--- config.mk ---
export PLATFORM = sky130hd
export DESIGN_NAME = cpm_top
export DESIGN_NICKNAME = d
export VERILOG_FILES = /design/src/common/cpm_pkg.sv /design/src/common/cpm_div_if.sv /design/src/design/cpm_clkdiv.sv /design/src/design/cpm_top.sv
export SDC_FILE = /design/constraint.sdc
export NUM_CORES = 1
export LEC_CHECK = 0
export ABC_AREA = 0
export BUFFER_PORTS_ARGS = -buffer_cell sky130_fd_sc_hd__buf_4
export CORE_MARGIN = 2
export CORE_UTILIZATION = 50
export DETAILED_ROUTE_END_ITERATION = 10
export PLACE_DENSITY_LB_ADDON = 0.05
export REMOVE_ABC_BUFFERS = 1
export SYNTH_ARGS = -nofsm -noshare
export SYNTH_HDL_FRONTEND = slang
export SYNTH_SLANG_ARGS = --single-unit
--- constraint.sdc ---
create_clock -name sys_clk -period 2.29 [get_ports sys_clk]
set_input_delay 0.3435 -clock sys_clk [delete_from_list [all_inputs] [get_ports sys_clk]]
set_output_delay 0.3435 -clock sys_clk [all_outputs]
set_load 0.005 [all_outputs]
--- src/common/cpm_pkg.sv ---
package cpm_pkg;

  localparam int AW = 6;

  // Register indices; the byte address is four times the index.
  localparam int IDX_CC0  = 6;
  localparam int IDX_CC1  = 7;
  localparam int IDX_WAKE = 9;
  localparam int IDX_OCD  = 12;
  localparam logic [AW-1:0] ADDR_CC0  = AW'(IDX_CC0 * 4);
  localparam logic [AW-1:0] ADDR_CC1  = AW'(IDX_CC1 * 4);
  localparam logic [AW-1:0] ADDR_WAKE = AW'(IDX_WAKE * 4);
  localparam logic [AW-1:0] ADDR_OCD  = AW'(IDX_OCD * 4);

  localparam logic [7:0] RST_CC0  = 8'h20;
  localparam logic [7:0] RST_CC1  = 8'h20;
  localparam logic [7:0] RST_WAKE = 8'h00;
  localparam logic [7:0] RST_OCD  = 8'h04;
  localparam logic [7:0] MASK_CC0  = 8'h6e;
  localparam logic [7:0] MASK_WAKE = 8'he1;
  localparam logic [7:0] MASK_OCD  = 8'h07;

  // Bit positions.
  localparam int B_WPS    = 1;
  localparam int B_XSTOP  = 5;
  localparam int B_DIV8   = 6;
  localparam int B_ACS    = 0;
  localparam int B_FBR    = 1;
  localparam int B_PINSW  = 3;
  localparam int B_LSSTOP = 4;
  localparam int B_DIVF   = 6;
  localparam int B_WAITC  = 0;
  localparam int B_EXDIV  = 5;
  localparam int B_WAKE   = 6;
  localparam int B_DET    = 0;
  localparam int B_DIRQ   = 1;
  localparam int B_ISEL   = 2;
  localparam int B_MON    = 3;

  localparam logic [1:0] WPS_RUN   = 2'b00;
  localparam logic [1:0] WAKE_XTAL = 2'b11;
  localparam logic [1:0] DIVF_1    = 2'b00;
  localparam logic [1:0] DIVF_2    = 2'b01;
  localparam logic [1:0] DIVF_4    = 2'b10;
  localparam logic [1:0] DET_BOTH  = 2'b11;

  // Divider terminal counts (ratio minus one).
  localparam logic [3:0] TC_DIV1  = 4'h0;
  localparam logic [3:0] TC_DIV2  = 4'h1;
  localparam logic [3:0] TC_DIV4  = 4'h3;
  localparam logic [3:0] TC_DIV8  = 4'h7;
  localparam logic [3:0] TC_DIV16 = 4'hf;

  localparam logic [1:0] RESP_OKAY   = 2'b00;
  localparam logic [1:0] RESP_SLVERR = 2'b10;

  typedef enum logic [2:0] {
    PM_RUN  = 3'b001,
    PM_WAIT = 3'b010,
    PM_STOP = 3'b100
  } cpm_pm_t;

  function automatic logic [3:0] cpm_tc(input logic div8, input logic [1:0] field);
    if (div8) begin
      return TC_DIV8;
    end
    case (field)
      DIVF_1:  return TC_DIV1;
      DIVF_2:  return TC_DIV2;
      DIVF_4:  return TC_DIV4;
      default: return TC_DIV16;
    endcase
  endfunction

endpackage

--- src/common/cpm_div_if.sv ---
`timescale 1ns/1ps
interface cpm_div_if;
  logic [3:0] tc;
  logic       run;
  logic       tick;
  modport ctrl (output tc, output run, input tick);
  modport div  (input tc, input run, output tick);
endinterface

--- src/design/cpm_clkdiv.sv ---
`timescale 1ns/1ps
module cpm_clkdiv
  import cpm_pkg::*;
(
  // Clock and reset.
  input wire logic sys_clk,
  input wire logic rstn,
  // Divider control.
  cpm_div_if.div   dv
);

  logic [3:0] cnt;

  // One tick every tc plus one cycles while running.
  always_ff @(posedge sys_clk or negedge rstn) begin
    if (!rstn) begin
      cnt     <= 4'h0;
      dv.tick <= 1'b0;
    end else if (!dv.run) begin
      cnt     <= 4'h0;
      dv.tick <= 1'b0;
    end else if (cnt >= dv.tc) begin
      cnt     <= 4'h0;
      dv.tick <= 1'b1;
    end else begin
      cnt     <= cnt + 4'h1;
      dv.tick <= 1'b0;
    end
  end
endmodule

--- src/design/cpm_top.sv ---
// Decided for this implementation: the AXI4-Lite register port.
`timescale 1ns/1ps
module cpm_top
  import cpm_pkg::*;
(
  // Clock and reset.
  input  wire logic          sys_clk,
  input  wire logic          rstn,
  // AXI4-Lite slave.
  input  wire logic [AW-1:0] s_axi_awaddr,
  input  wire logic          s_axi_awvalid,
  output logic               s_axi_awready,
  input  wire logic [31:0]   s_axi_wdata,
  input  wire logic [3:0]    s_axi_wstrb,
  input  wire logic          s_axi_wvalid,
  output logic               s_axi_wready,
  output logic [1:0]         s_axi_bresp,
  output logic               s_axi_bvalid,
  input  wire logic          s_axi_bready,
  input  wire logic [AW-1:0] s_axi_araddr,
  input  wire logic          s_axi_arvalid,
  output logic               s_axi_arready,
  output logic [31:0]        s_axi_rdata,
  output logic [1:0]         s_axi_rresp,
  output logic               s_axi_rvalid,
  input  wire logic          s_axi_rready,
  // System events.
  input  wire logic          write_unlock,
  input  wire logic          wait_instr,
  input  wire logic          periph_irq,
  input  wire logic          crystal_stopped,
  // Clock and power controls.
  output logic               cpu_clk_en,
  output logic               periph_clk_run,
  output logic               crystal_osc_en,
  output logic               lowspeed_osc_en,
  output logic               feedback_res_en,
  output logic               xtal_pin_osc,
  output logic               sysclk_internal,
  output logic               wait_mode,
  output logic               stop_mode,
  output logic               osc_stop_irq
);

  cpm_div_if dv ();

  logic [7:0]    cc0;
  logic [7:0]    cc1;
  logic [7:0]    wake;
  logic [7:0]    osc_stop_detect;
  logic          mon;
  cpm_pm_t       pm;
  cpm_pm_t       next_pm;
  logic          aw_have;
  logic          w_have;
  logic [AW-1:0] wr_addr;
  logic [7:0]    wd;
  logic          wr_lane0;
  logic          wr_go;
  logic          wr_ok;
  logic          next_aw_have;
  logic          next_w_have;
  logic          next_bvalid;
  logic          next_rvalid;
  logic          aw_fire;
  logic          w_fire;
  logic          ar_fire;
  logic          wr_cc0;
  logic          wr_cc1;
  logic          wr_wake;
  logic          wr_ocd;
  logic          exdiv_now;
  logic          enter_wait;
  logic          enter_stop;
  logic          exit_ev;
  logic          wake_xtal;
  logic          osc_fail;
  logic [7:0]    rd_byte;
  logic          rd_hit;

  ////////////////////////////////////////////////////////////////////////////
  // AXI4-Lite slave.

  assign aw_fire      = s_axi_awvalid && s_axi_awready;
  assign w_fire       = s_axi_wvalid && s_axi_wready;
  assign ar_fire      = s_axi_arvalid && s_axi_arready;
  assign wr_go        = aw_have && w_have && !s_axi_bvalid;
  assign wr_ok        = wr_go && wr_lane0 && write_unlock;
  assign next_aw_have = (aw_have || aw_fire) && !wr_go;
  assign next_w_have  = (w_have || w_fire) && !wr_go;
  assign next_bvalid  = wr_go || (s_axi_bvalid && !s_axi_bready);
  assign next_rvalid  = ar_fire || (s_axi_rvalid && !s_axi_rready);
  assign wr_cc0       = wr_ok && wr_addr == ADDR_CC0;
  assign wr_cc1       = wr_ok && wr_addr == ADDR_CC1;
  assign wr_wake      = wr_ok && wr_addr == ADDR_WAKE;
  assign wr_ocd       = wr_ok && wr_addr == ADDR_OCD;

  always_ff @(posedge sys_clk or negedge rstn) begin
    if (!rstn) begin
      aw_have       <= 1'b0;
      w_have        <= 1'b0;
      wr_addr       <= '0;
      wd            <= 8'h00;
      wr_lane0      <= 1'b0;
      s_axi_awready <= 1'b0;
      s_axi_wready  <= 1'b0;
      s_axi_bvalid  <= 1'b0;
      s_axi_bresp   <= RESP_OKAY;
    end else begin
      aw_have       <= next_aw_have;
      w_have        <= next_w_have;
      s_axi_awready <= !next_aw_have && !next_bvalid;
      s_axi_wready  <= !next_w_have && !next_bvalid;
      s_axi_bvalid  <= next_bvalid;
      if (aw_fire) begin
        wr_addr <= s_axi_awaddr;
      end
      if (w_fire) begin
        wd       <= s_axi_wdata[7:0];
        wr_lane0 <= s_axi_wstrb[0];
      end
      if (wr_go) begin
        s_axi_bresp <= (wr_addr == ADDR_CC0 || wr_addr == ADDR_CC1 || wr_addr == ADDR_WAKE ||
                        wr_addr == ADDR_OCD) ? RESP_OKAY : RESP_SLVERR;
      end
    end
  end

  always_comb begin
    rd_hit  = 1'b1;
    rd_byte = 8'h00;
    unique case (s_axi_araddr)
      ADDR_CC0:  rd_byte = cc0;
      ADDR_CC1:  rd_byte = cc1;
      ADDR_WAKE: rd_byte = wake;
      ADDR_OCD:  rd_byte = {osc_stop_detect[7:B_MON+1], mon, osc_stop_detect[B_MON-1:0]};
      default:   rd_hit  = 1'b0;
    endcase
  end

  always_ff @(posedge sys_clk or negedge rstn) begin
    if (!rstn) begin
      s_axi_arready <= 1'b0;
      s_axi_rvalid  <= 1'b0;
      s_axi_rdata   <= 32'h0000_0000;
      s_axi_rresp   <= RESP_OKAY;
    end else begin
      s_axi_arready <= !next_rvalid;
      s_axi_rvalid  <= next_rvalid;
      if (ar_fire) begin
        s_axi_rdata <= {24'h00_0000, rd_byte};
        s_axi_rresp <= rd_hit ? RESP_OKAY : RESP_SLVERR;
      end
    end
  end

  ////////////////////////////////////////////////////////////////////////////
  // Power mode sequencing.

  assign exdiv_now  = wr_wake ? wd[B_EXDIV] : wake[B_EXDIV];
  assign enter_stop = pm == PM_RUN && wr_cc1 && wd[B_ACS];
  assign enter_wait = pm == PM_RUN && !enter_stop && (wait_instr || (wr_wake && wd[B_WAITC]));
  assign exit_ev    = pm != PM_RUN && periph_irq;
  assign wake_xtal  = exit_ev && wake[B_WAKE+1:B_WAKE] == WAKE_XTAL;
  assign osc_fail   = osc_stop_detect[B_DIRQ:B_DET] == DET_BOTH && crystal_stopped && !osc_stop_detect[B_ISEL];

  always_comb begin
    next_pm = pm;
    unique case (pm)
      PM_RUN: begin
        if (enter_stop) begin
          next_pm = PM_STOP;
        end else if (enter_wait) begin
          next_pm = PM_WAIT;
        end
      end
      PM_WAIT, PM_STOP: begin
        if (exit_ev) begin
          next_pm = PM_RUN;
        end
      end
      default: next_pm = PM_RUN;
    endcase
  end

  always_ff @(posedge sys_clk or negedge rstn) begin
    if (!rstn) begin
      pm <= PM_RUN;
    end else begin
      pm <= next_pm;
    end
  end

  ////////////////////////////////////////////////////////////////////////////
  // Control registers.

  always_ff @(posedge sys_clk or negedge rstn) begin
    if (!rstn) begin
      cc0 <= RST_CC0;
    end else begin
      if (wr_cc0) begin
        cc0 <= wd & MASK_CC0;
      end
      if (enter_wait && exdiv_now) begin
        cc0[B_DIV8] <= 1'b0;
      end
      if (enter_stop) begin
        cc0[B_DIV8] <= 1'b1;
      end
      if (wake_xtal) begin
        cc0[B_XSTOP] <= 1'b0;
      end
    end
  end

  always_ff @(posedge sys_clk or negedge rstn) begin
    if (!rstn) begin
      cc1 <= RST_CC1;
    end else begin
      if (wr_cc1) begin
        cc1           <= wd;
        cc1[B_PINSW]  <= wd[B_PINSW] || cc1[B_PINSW];
      end
      if (enter_wait && exdiv_now) begin
        cc1[B_DIVF+1:B_DIVF] <= DIVF_1;
      end
      if (exit_ev) begin
        cc1[B_ACS] <= 1'b0;
      end
      if (wake_xtal) begin
        cc1[B_PINSW] <= 1'b1;
      end
      if (osc_stop_detect[B_ISEL] || osc_fail) begin
        cc1[B_LSSTOP] <= 1'b0;
      end
    end
  end

  always_ff @(posedge sys_clk or negedge rstn) begin
    if (!rstn) begin
      wake <= RST_WAKE;
    end else begin
      if (wr_wake) begin
        wake <= wd & MASK_WAKE;
      end
      if (exit_ev) begin
        wake[B_WAITC] <= 1'b0;
      end
    end
  end

  // A detected stop wins over a software write in the same cycle.
  always_ff @(posedge sys_clk or negedge rstn) begin
    if (!rstn) begin
      osc_stop_detect <= RST_OCD;
    end else begin
      if (wr_ocd) begin
        osc_stop_detect          <= wd & MASK_OCD;
        osc_stop_detect[B_ISEL]  <= wd[B_ISEL] || mon;
      end
      if (wake_xtal) begin
        osc_stop_detect[B_ISEL] <= 1'b0;
      end
      if (osc_fail) begin
        osc_stop_detect[B_ISEL] <= 1'b1;
      end
    end
  end

  always_ff @(posedge sys_clk or negedge rstn) begin
    if (!rstn) begin
      mon <= 1'b0;
    end else begin
      mon <= osc_stop_detect[B_DET] && crystal_stopped;
    end
  end

  ////////////////////////////////////////////////////////////////////////////
  // CPU clock divider and clock outputs.

  assign dv.tc  = cpm_tc(cc0[B_DIV8], cc1[B_DIVF+1:B_DIVF]);
  assign dv.run = pm != PM_STOP;

  cpm_clkdiv u_div (
    .sys_clk (sys_clk),
    .rstn    (rstn),
    .dv      (dv)
  );

  always_ff @(posedge sys_clk or negedge rstn) begin
    if (!rstn) begin
      cpu_clk_en      <= 1'b0;
      periph_clk_run  <= 1'b1;
      crystal_osc_en  <= 1'b0;
      lowspeed_osc_en <= 1'b1;
      feedback_res_en <= 1'b1;
      xtal_pin_osc    <= 1'b0;
      sysclk_internal <= 1'b1;
      wait_mode       <= 1'b0;
      stop_mode       <= 1'b0;
      osc_stop_irq    <= 1'b0;
    end else begin
      cpu_clk_en      <= dv.tick && pm == PM_RUN;
      periph_clk_run  <= pm == PM_RUN || (pm == PM_WAIT && cc0[B_WPS+1:B_WPS] == WPS_RUN);
      crystal_osc_en  <= (!cc0[B_XSTOP] || !osc_stop_detect[B_ISEL]) && pm != PM_STOP;
      lowspeed_osc_en <= !cc1[B_LSSTOP] && pm != PM_STOP;
      feedback_res_en <= !cc1[B_FBR] && !cc1[B_ACS];
      xtal_pin_osc    <= cc1[B_PINSW];
      sysclk_internal <= osc_stop_detect[B_ISEL];
      wait_mode       <= pm == PM_WAIT;
      stop_mode       <= pm == PM_STOP;
      osc_stop_irq    <= osc_fail;
    end
  end
endmodule

### After elaboration in Yosys (flattened, before gate mapping)

Index checks and enable logic that the tools add are counted.

* bits in registers: 73
* bits of input ports: 59
* output and inout bits: 51
* word-level logic and storage cells: 164

* add/subtract/negate cells: 1
* $lt $le $gt $ge: 1
* equality and inequality tests: 19
* mux-type cells: 31
* reduce and logical (&&, ||, !) cells: 73

Operators with widths (count)
* 1-bit logical AND: 33
* 8-bit case mux with 4 select lines: 1
* 6-bit by 5-bit == test with 1-bit output (second input constant): 4
* 6-bit == test (second input constant): 4
* 4-bit 2-to-1 mux: 4
* 1-bit 2-to-1 mux: 15
* 1-bit logical NOT: 14
* 1-bit logical OR: 13
* 3-bit 2-to-1 mux: 4
* 4-bit case mux with 3 select lines: 1
* 2-bit nonzero test: 6
* 8-bit 2-to-1 mux: 1
* 7-bit 2-to-1 mux: 1
* 2-bit == test (second input constant): 3
* 2-bit 2-to-1 mux: 3
* 3-bit != test (second input constant): 2
* 3-bit case mux with 2 select lines: 1
* 3-bit nonzero test: 2
* 4-bit by 1-bit adder with 4-bit output (second input constant): 1
* 4-bit greater-or-equal comparator: 1
* 2-bit logical NOT: 2
* 4-bit OR reduction: 1
* 3-bit by 1-bit == test with 1-bit output (second input constant): 1
* 3-bit by 2-bit == test with 1-bit output (second input constant): 1
* other kinds (6): 6

### Logic depth before layout (Yosys ltp)

Gate-level depths: netlist of run 1.

* depth after elaboration: 13
* depth in mapped cells: 7
* gate-level depth less buffers: 7

### Modules after synthesis

A second synthesis of run 1 with hierarchy kept.

* cell total of the unflattened synthesis: 291
* area, all modules: 3263.1 sq um

Modules (own cells, without submodules)
* cpm_top: times used 1, cells each 263, area an instance 2959.1 sq um, sequential area each 1661.6 sq um
* cpm_clkdiv: times used 1, cells each 28, area an instance 304.0 sq um, sequential area each 125.1 sq um

### Worst setup path after synthesis of run 1

Ideal clock, no wire load.

* path kind: register -> register
* start point: reg cc1[7]
* end point: reg u_div.dv.tick
* setup time: 149 ps
* data arrival time: 1807 ps
* required time: 2141 ps
* path slack: 334 ps
* cell stages (with the launch flop): 8
* path buffers: 0
* period minus slack after synthesis: 1956 ps
* path through: dfrtp_1 or3_1 ha_1 nand2b_1 a21o_1 a21o_1 a21o_1 nor2b_1

* longest elaborated chain between the ends: 6
* elaborated cells on any way between the ends: 8
* those cells by class: order compare (1); eq/ne (2); mux (4); reduce/logical (1)

RTL lines
* start, declared: RTL line cpm_top.sv:48 `logic [7:0] cc1;`
* start signal, assigned: RTL line cpm_top.sv:221 `cc1 <= wd;`
* start signal, assigned by index: RTL line cpm_top.sv:222 `cc1[B_PINSW] <= wd[B_PINSW] || cc1[B_PINSW];`
* 2-bit == test (tied with other cells): RTL line cpm_pkg.sv:67 `case (field)`
* 4-bit case mux with 3 select lines (*): RTL line cpm_pkg.sv:67
* 4-bit 2-to-1 mux (*): RTL line cpm_pkg.sv:67
* 4-bit greater-or-equal comparator (*): RTL line cpm_clkdiv.sv:22 `end else if (cnt >= dv.tc) begin`
* 1-bit 2-to-1 mux (*): RTL line cpm_clkdiv.sv:22
* 1-bit 2-to-1 mux (*): RTL line cpm_clkdiv.sv:19 `end else if (!dv.run) begin`
* end signal, assigned: RTL line cpm_clkdiv.sv:18 `dv.tick <= 1'b0;`
* end signal, assigned: RTL line cpm_clkdiv.sv:21 `dv.tick <= 1'b0;`
* end signal, assigned: RTL line cpm_clkdiv.sv:24 `dv.tick <= 1'b1;`
* end, declared: RTL line cpm_div_if.sv:7 `modport div (input tc, input run, output tick);`

Every way passes the cells marked *; elsewhere a longest branch is shown, timed or not.
A chain may end at the register's enable or synchronous reset.

### Final worst setup path of run 1

Ends and elaborated chain as after synthesis.

==> results.yml, run 1 <==
run_status:
  outcome: "finished with violations"
  violations: "DRC"
placement:
  place_congestion: 0.809
  post-dp-hpwl_um: 4590
  port-buffer-count: 56
sta:
  finalHoldWorstSlack_ns: 0.121
  slew_viol_final: 0
  worstMarginPinSlew_ns: 0.865
  min_period_ns: 2.05
  min_period_over_period_pct: 89.7
  final.setup_skew_ns: 0.0100
  slew_headroom_pct: 42.3
  rsz0062_at_grt: "no"
  timing.fmax_ghz: 0.487
  tns_ns: 0
  finalSetupViolCount: 0
  hold_viol: 0
clock_tree:
  insertion_delay_ns: 0.34
  clkSinkCount: 71
  htreeDepth: 3
  cts.repair.resized: 0
  cts_setup_buffers: 0
  path_clk_slew_ns: 0.07
  cts_buffer_depth: 2
  numCtsBuffers: 9
  cts_hold_buffers: 0
  tritoncts: "done"
  cts_root_buffer: "clkbuf_8"
die:
  die_h_um: 85.7
  io_pins: 110
  initial_core_util_pct: 52.0
  fp-row-count: 29
  core-area_um2: 6420
  die_w_um: 85.7
  dieArea_um2: 7350
critical_path:
  critPathRequiredTime_ns: 2.51
  r2r_setup_slack_ns: 0.24
  crit_arrival_ns: 2.28
  critPathBufInv: 0
  cp-start-kind: "register"
  path_common_cell: "a21o_1"
  critPathTopFamily: "simple AND/OR/NAND/NOR gates"
  crit_slowest_cell: "dfrtp_1"
  slowest_delay_ns: 0.43
  critical_path.endpoint_type: "register"
  crit_chain: "or3_1 > ha_1 > nand2b_1 > a21o_1 > a21o_1 > a21o_1 > nor2b_1"
  critical_path.max_fanout: 6
  timing_worst_setup_path_type: "register to register"
detailed_routing:
  ant_nets: 0
  vias_per_cell: 5.16
  drc: 9
  vias: 2277
  wire_per_inst_um: 14.1
  dr.first_iter.drc_count: 83
  wl_um: 6210
  first_pass_iters: 9
finish:
  antenna_cells: 0
  drive_gt1_share_pct: 35.2
  layout_commonest_cell: "buf_4"
  synthToLayoutAreaGrowth_pct: 19.5
  final_cell_mix: "buf_4, dfrtp_1, mux2_2"
  fin_nets: 423
global_route:
  antenna_found_initial: 0
  grt-ovfl-total: 0
  grt_max_degree: 72
  grt_use_total_pct: 18.3
  grt_pass1_wl_um: 10500
  grt_pass1_vias: 2214
synth:
  synth_edf_count: 0
  syn_area_um2: 3340
  async_flop_share_pct: 100
  synth_cells: 290
  ys_seq_area_share_pct: 53.5
  synth_flop_cell: "dfrtp_1"
  yosys_warnings: 0
  synth_seq_cells: 71
  synth_area_per_cell_um2: 11.5
  synth_cell_type_count: 53
min_path:
  hold_class: "input pin to async pin"
power:
  power.leakage_uw: 0.00187
  power.density_nw_per_um2: 919
  vdd.ir_drop.worst_mv: 0.540
run:
  maxCapViolations: 0
[power by group]
part	switching (µW)	internal (µW)	total (µW)	leakage, µW
registers	296	1560	1860	0.000896
clock network	434	557	991	0.000106
logic	362	456	818	0.000866
[area by class of cell]
cell class / count / area (µm²)
Fill cell: 545 / 2430
Sequential cell: 71 / 1790
Multi-Input combinational cell: 208 / 1410
Timing Repair Buffer: 64 / 480
Clock buffer: 12 / 155
Tap cell: 77 / 96.3
Clock inverter: 4 / 45.0
Inverter: 5 / 18.8
[cells by family (layout without fill, tap and decap cells)]
logic type,count (synthesis),count (layout),share of synthesized area [%]
AO/OA/AOI/OAI,42,42,7.98
XOR/XNOR,3,3,0.787
adder cells (fa/ha/maj),5,5,1.87
buffers and inverters,36,85,7.12
flip-flops,71,71,53.5
multiplexers,35,35,11.6
other,1,26,0.112
AND/OR/NAND/NOR,97,97,17.0
[path summary, 6_finish.rpt]
path | start | endpoint | cells after the start
worst max-delay path | cc1[7] | u_div.dv.tick | 7
worst min register to register | cc1[3] | xtal_pin_osc | 0
worst max register to register | cc1[7] | u_div.dv.tick | 7
min in group sys_clk | s_axi_bready | s_axi_bvalid | 2
max in group asynchronous | rstn | cc0[1] | 1
worst min-delay path | rstn | s_axi_rdata[4] | 1
[cells in the mapped netlist, types with 4 or more instances]
cell type | count | share of area, %
dfrtp_1 | 63 | 47
buf_4 | 27 | 6.1
mux2_2 | 27 | 9.1
nand2_1 | 25 | 2.8
nor2_1 | 20 | 2.2
a21oi_1 | 13 | 1.9
o21ai_0 | 12 | 1.8
dfstp_2 | 8 | 6.3
mux2i_1 | 7 | 2.1
nor3_1 | 7 | 1.0
nand3_1 | 6 | 0.90
ha_1 | 5 | 1.9
inv_1 | 5 | 0.56
a21o_1 | 4 | 0.90
and2_1 | 4 | 0.75
nor3b_1 | 4 | 0.90
[state kept, by name, indices dropped and copies added, names as in the netlist, 3 cells and up]
signal / flops
cc1: 8
s_axi_rdata: 8
cc0: 5
wd: 8
pm: 3
osc_stop_detect: 3
u_div.cnt: 4
wr_addr: 6
wake: 4
[metal layers]
metal | vias up | part of all wire, % | track usage [%]
met4 | 0 | 1.8 | 7.79
li1 | 1111 | - | -
met2 | 73 | 43 | 27.7
met3 | 10 | 5.5 | 3.56
met1 | 1083 | 49 | 25.7
met5 | - | 0 | 0
[metrics by stage]
step,setup slack (ns),total power [µW],std cells,area (µm²),utilization (%)
2_1_floorplan,0.334,2350,284,3220,-
3_3_place_gp,0.267,2680,425,3790,59.0
3_5_place_dp,0.234,2710,425,3790,59.0
4_1_cts,0.230,3710,441,3990,62.2
5_1_grt,0.121,3900,441,3990,62.2
6_report,0.235,3670,441,3990,62.2
Note: power is estimated with default switching activity, not from simulation.
==> inputs of run 2 (changes only) <==
--- a/config.mk
+++ b/config.mk
@@ -5,7 +5,7 @@
 export SDC_FILE = /design/constraint.sdc
 export NUM_CORES = 1
 export LEC_CHECK = 0
-export ABC_AREA = 0
+export ABC_AREA = 1
 export BUFFER_PORTS_ARGS = -buffer_cell sky130_fd_sc_hd__buf_4
 export CORE_MARGIN = 2
 export CORE_UTILIZATION = 50
==> run 2 against run 1 <==
Critical path depth is the same. Register-to-register slack gained 0.48 ns. Power shrank 1.1%. Critical endpoint is now u_div.cnt[1]. Clock skew shrank 0.0015 ns. Sequential power shrank 7%. The run ends with DRC, hold timing left. Combinational power grew 6.6%.
==> results.yml, run 2 <==
placement:
  port-buffer-count: 56
  place_congestion: 0.812
  post-dp-hpwl_um: 4840
clock_tree:
  cts_buffer_depth: 2
  insertion_delay_ns: 0.34
  path_clk_slew_ns: 0.07
  clkSinkCount: 71
  cts_hold_buffers: 0
  cts_setup_buffers: 0
  numCtsBuffers: 9
  cts_root_buffer: "clkbuf_8"
  htreeDepth: 3
  cts.repair.resized: 0
  tritoncts: "done"
sta:
  min_period_ns: 1.58
  min_period_over_period_pct: 69.0
  final.setup_skew_ns: 0.00852
  slew_headroom_pct: 60.6
  finalSetupViolCount: 0
  hold_viol: 4
  slew_viol_final: 0
  rsz0062_at_grt: "no"
  tns_ns: 0
  finalHoldWorstSlack_ns: -0.00258
  timing.fmax_ghz: 0.633
  worstMarginPinSlew_ns: 0.591
synth:
  syn_area_um2: 3350
  synth_cells: 379
  ys_seq_area_share_pct: 53.3
  synth_seq_cells: 71
  yosys_warnings: 0
  synth_area_per_cell_um2: 8.84
  synth_flop_cell: "dfrtp_1"
  async_flop_share_pct: 100
  synth.top_cells.by_count: "nand2_1, dfrtp_1, inv_1"
  yosysTopAreaCell: "dfrtp_1"
  synth_top_area_share_pct: 47.0
  yosysMostFrequentCell: "nand2_1"
  synth_cell_type_count: 34
  synth_edf_count: 0
  synthTopCellsByArea: "dfrtp_1, nand2_1, dfstp_2"
die:
  die_w_um: 85.9
  io_pins: 110
  core-area_um2: 6420
  die_h_um: 85.9
  dieArea_um2: 7370
  initial_core_util_pct: 52.2
  fp-row-count: 29
finish:
  n_fill_cell: 579
  fin_nets: 506
  layout_commonest_cell: "nand2_1"
  antenna_cells: 0
  reg_top3: "cc1 x8, s_axi_rdata x8, wd x8"
  drive_gt1_share_pct: 24.4
  final_cell_mix: "nand2_1, dfrtp_1, buf_4"
  synthToLayoutAreaGrowth_pct: 18.6
min_path:
  hold_class: "input pin to async pin"
global_route:
  grt_pass1_wl_um: 11100
  antenna_found_initial: 0
  grt_max_degree: 46
  grt-ovfl-total: 0
  grt_use_total_pct: 19.3
  grt_pass1_vias: 2431
power:
  power.leakage_uw: 0.00210
  power_uw: 3630
  vdd.ir_drop.worst_mv: 0.522
  power.density_nw_per_um2: 914
detailed_routing:
  first_pass_iters: 8
  vias_per_cell: 4.79
  ant_nets: 0
  dr.first_iter.drc_count: 116
  drc: 8
  wl_um: 6480
  vias: 2509
  wire_per_inst_um: 12.4
critical_path:
  critical_path.endpoint_type: "register"
  r2r_setup_slack_ns: 0.71
  reg2reg_from: "cc1[7]"
  crit_chain: "nor2_1 > ha_1 > inv_1 > nor2_1 > o211ai_1 > nand3_1 > nor3b_1"
  critPathLaunch: "cc1[7]"
  slowest_delay_ns: 0.43
  crit_slowest_cell: "dfrtp_1"
  critPathRequiredTime_ns: 2.55
  crit_arrival_ns: 1.84
  ff2ff_path_depth: 7
  reg2reg_to: "u_div.cnt[1]"
  path_common_cell: "nor2_1"
  cp-start-kind: "register"
  critical_path.max_fanout: 5
  crit_end: "u_div.cnt[1]"
  timing_worst_setup_path_type: "register to register"
run:
  maxCapViolations: 0
run_status:
  violations: "DRC, hold timing"
  outcome: "finished with violations"
run 2: area by class of cell:
| cell class | instances | area [µm²] | area share [%] |
|---|---|---|---|
| Sequential cell | 71 | 1790 | 45.0 |
| Multi-Input combinational cell | 252 | 1250 | 31.5 |
| Timing Repair Buffer | 57 | 440 | 11.1 |
| Inverter | 51 | 191 | 4.82 |
| Clock buffer | 13 | 169 | 4.25 |
| Tap cell | 77 | 96.3 | 2.42 |
| Clock inverter | 3 | 40.0 | 1.01 |
run 2: per-stage QoR:
| stage | cells | hold slack (ns) | setup WS [ns] | area, µm² | utilization [%] |
|---|---|---|---|---|---|
| 6_report | 524 | -0.00258 | 0.710 | 3970 | 61.9 |
| 3_5_place_dp | 508 | 0.387 | 0.727 | 3760 | 58.6 |
| 4_1_cts | 524 | 0.0129 | 0.707 | 3970 | 61.9 |
| 2_1_floorplan | 374 | 0.0479 | 0.883 | 3230 | - |
| 5_1_grt | 524 | 0.0433 | 0.510 | 3970 | 61.9 |
| 3_3_place_gp | 508 | 0.378 | 0.750 | 3760 | 58.6 |
run 2: logic make-up (layout without fill, tap and decap cells):
group / after synthesis / in the layout / synth area share, %
other: 1 / 26 / 0.112
AND/OR/NAND/NOR: 174 / 174 / 24.9
flip-flops: 71 / 71 / 53.3
AO/OA/AOI/OAI: 46 / 46 / 7.32
adder cells (fa/ha/maj): 5 / 5 / 1.87
buffers and inverters: 81 / 124 / 12.2
XOR/XNOR: 1 / 1 / 0.261
run 2: worst min-delay path by stage:
stage / startpoint / end / slack (ns) / cells after the start
after global placement: rstn / u_div.cnt[2] / 0.38 / 1
after floorplan: rstn / aw_have / 0.05 / 0
final: rstn / u_div.cnt[0] / -0.003 / 1
after global routing: rstn / u_div.cnt[2] / 0.04 / 1
after CTS: rstn / s_axi_rresp[1] / 0.01 / 1
after detailed placement: rstn / u_div.cnt[2] / 0.39 / 1
run 2: metal layers:
layer  track usage [%]  vias to the layer above  wire [µm]  part of all wire, %
li1                  -                     1279          -                    -
met1              25.3                     1142       2920                   45
met2              29.9                       82       3020                   47
met3              4.43                        6        446                  6.9
met4              10.5                        0         82                  1.3
met5                 0                        -          0                    0
run 2: critical path: cells and delay by family (launching register included):
kind	cells	cell delay, ns
AOI/OAI and AO/OA	1	0.15
adders and majority gates	1	0.26
and+or+nand+nor	4	0.60
buffers and inverters	1	0.06
DFF	1	0.43
run 2: power breakdown:
part / total, µW / internal [µW] / switching [µW]
logic: 872 / 344 / 528
clock network: 1030 / 589 / 444
registers: 1730 / 1550 / 175
==> inputs of run 3 (changes only) <==
--- a/config.mk
+++ b/config.mk
@@ -5,10 +5,10 @@
 export SDC_FILE = /design/constraint.sdc
 export NUM_CORES = 1
 export LEC_CHECK = 0
-export ABC_AREA = 1
+export ABC_AREA = 0
 export BUFFER_PORTS_ARGS = -buffer_cell sky130_fd_sc_hd__buf_4
 export CORE_MARGIN = 2
-export CORE_UTILIZATION = 50
+export CORE_UTILIZATION = 46
 export DETAILED_ROUTE_END_ITERATION = 10
 export PLACE_DENSITY_LB_ADDON = 0.05
 export REMOVE_ABC_BUFFERS = 1
==> constraint.sdc (replaced) <==
create_clock -name sys_clk -period 1.4 [get_ports sys_clk]
set_input_delay 0.21 -clock sys_clk [delete_from_list [all_inputs] [get_ports sys_clk]]
set_output_delay 0.21 -clock sys_clk [all_outputs]
set_load 0.005 [all_outputs]
==> run 3 against run 2 <==
Worst hold slack gained 0.080 ns. Largest power group unchanged. Clock power is 62% higher. Global-route usage down 0.38 points. Utilization increased by 1.5 points. The run ends with setup timing left. Final cell count decreased by 4.4%. Clock skew is 0.0029 ns higher. Sequential cell count did not move. Non-clock buffer count is 45 higher. Die area is 7.9% higher. Via count is 2.9% lower. Power rose by 86%.
==> results.yml, run 3 (same netlist as run 1, synthesis figures left out) <==
global_route:
  antenna_found_initial: 0
  grt-ovfl-total: 0
  grt_pass1_vias: 2315
  grt_pass1_wl_um: 11400
  grt_use_total_pct: 19.0
  grt_max_degree: 31
die:
  initial_core_util_pct: 46.8
  dieArea_um2: 7960
  die_h_um: 89.2
  die_w_um: 89.2
  io_pins: 110
  core-area_um2: 7140
  fp-row-count: 31
clock_tree:
  cts_buffer_depth: 2
  numCtsBuffers: 9
  htreeDepth: 3
  path_clk_slew_ns: 0.07
  clkSinkCount: 71
  tritoncts: "done"
  insertion_delay_ns: 0.34
  cts_root_buffer: "clkbuf_8"
finish:
  final_cell_mix: "buf_4, dfrtp_1, conb_1"
  antenna_cells: 0
  fin_nets: 461
  synthToLayoutAreaGrowth_pct: 35.5
  layout_commonest_cell: "buf_4"
  drive_gt1_share_pct: 45.5
  layout.cells.non_filler: 501
  n_fill_cell: 610
  reg_top3: "cc1 x8, s_axi_rdata x8, wd x8"
  fin_util_pct: 63.4
sta:
  slew_viol_final: 0
  layout_setup_ws_ns: -0.511
  min_period_ns: 1.91
  finalSetupViolCount: 28
  finalHoldWorstSlack_ns: 0.0772
  min_period_over_period_pct: 136
  hold_viol: 0
  tns_ns: -9.98
  final.setup_skew_ns: 0.0114
  timing.fmax_ghz: 0.523
  rsz0062_at_grt: "yes"
critical_path:
  slowest_delay_ns: 0.38
  critPathTopFamily: "simple AND/OR/NAND/NOR gates"
  critical_path.endpoint_type: "register"
  critPathRequiredTime_ns: 1.63
  timing_worst_setup_path_type: "register to register"
  critical_path.max_fanout: 5
  critPathBufInv: 0
  path_common_cell: "a21o_1"
  crit_slowest_cell: "dfrtp_1"
  crit_chain: "or3_1 > ha_1 > nand2b_4 > a21o_1 > a21o_1 > a21o_1 > nor2b_1"
  cp-start-kind: "register"
  crit_arrival_ns: 2.14
power:
  power.leakage_uw: 0.00212
  power_uw: 6770
  power.density_nw_per_um2: 1500
  vdd.ir_drop.worst_mv: 0.917
detailed_routing:
  vias: 2437
  first_pass_iters: 4
  ant_nets: 0
  dr.first_iter.drc_count: 131
  wl_um: 6930
  vias_per_cell: 4.86
  drc: 0
  wire_per_inst_um: 13.8
run:
  maxCapViolations: 0
placement:
  port-buffer-count: 56
  place_congestion: 0.768
  post-dp-hpwl_um: 5050
  placed_cells_incl_taps: 477
run_status:
  outcome: "finished with violations"
  violations: "setup timing"
min_path:
  hold_class: "input pin to register"
==> run 3: cell count changes in the layout (fill, tap and decap cells not counted), moves of 7 or more <==
cell	previous run	this run
mux2_2	0	15
nand3_1	25	5
o21ai_0	19	10
mux2i_1	0	7
buf_4	56	93
nand2_1	99	22
o21ai_1	13	1
mux2_4	0	13
inv_1	43	5
inv_2	7	0
==> run 3: final timing paths <==
check / startpoint / endpoint / slack (ns) / cells after the start
min in group asynchronous: rstn / cpu_clk_en / 0.32 / 2
min reg2reg: cc1[3] / xtal_pin_osc / 0.41 / 0
max: cc0[6] / u_div.dv.tick / -0.51 / 7
max in group asynchronous: rstn / sysclk_internal / 0.55 / 3
min: s_axi_bready / s_axi_bvalid / 0.08 / 2
max reg2reg: cc0[6] / u_div.dv.tick / -0.51 / 7
==> run 3: power by group <==
| group | total (µW) | switching (µW) | internal, µW |
|---|---|---|---|
| logic | 2170 | 904 | 1260 |
| clock network | 1670 | 786 | 880 |
| registers | 2940 | 378 | 2560 |
| total | 6770 | 2070 | 4700 |
==> run 3: worst register-to-register path, stage by stage, from the launching register on <==
cell,delay (ns)
dfrtp_1,0.38
or3_1,0.38
ha_1,0.27
nand2b_4,0.13
a21o_1,0.14
a21o_1,0.14
a21o_1,0.21
nor2b_1,0.15
==> run 3: cell type report <==
type / count / area (µm²) / area share, %
repair buffers: 102 / 816 / 18.0
inverters: 5 / 18.8 / 0.415
flip-flops and latches: 71 / 1790 / 39.5
clock inverters: 6 / 67.6 / 1.49
well taps: 99 / 124 / 2.74
clock buffers: 10 / 138 / 3.04
multi-input cells: 208 / 1580 / 34.8
==> run 3: routing by layer <==
metal | track usage (%) | vias up | share of wire (%)
met1 | 26.3 | 1170 | 46
met4 | 7.60 | 0 | 1.6
met5 | 0 | - | 0
met3 | 3.69 | 11 | 3.5
met2 | 29.4 | 55 | 49
li1 | - | 1201 | -
==> run 3: stage by stage <==
stage	instance area [µm²]	setup slack (ns)
after floorplan	3220	-0.556
after global placement	4070	-0.531
after detailed placement	4070	-0.571
after CTS	4450	-0.518
after global routing	4530	-0.593
final	4530	-0.511
==> run 3: repair_timing <==
action,4_1_cts,5_1_grt
resized for setup,37,8
hold buffers,1,0
setup endpoints to repair,28,28
pin swaps,18,6
setup buffers,2,5
hold endpoints to repair,20,0
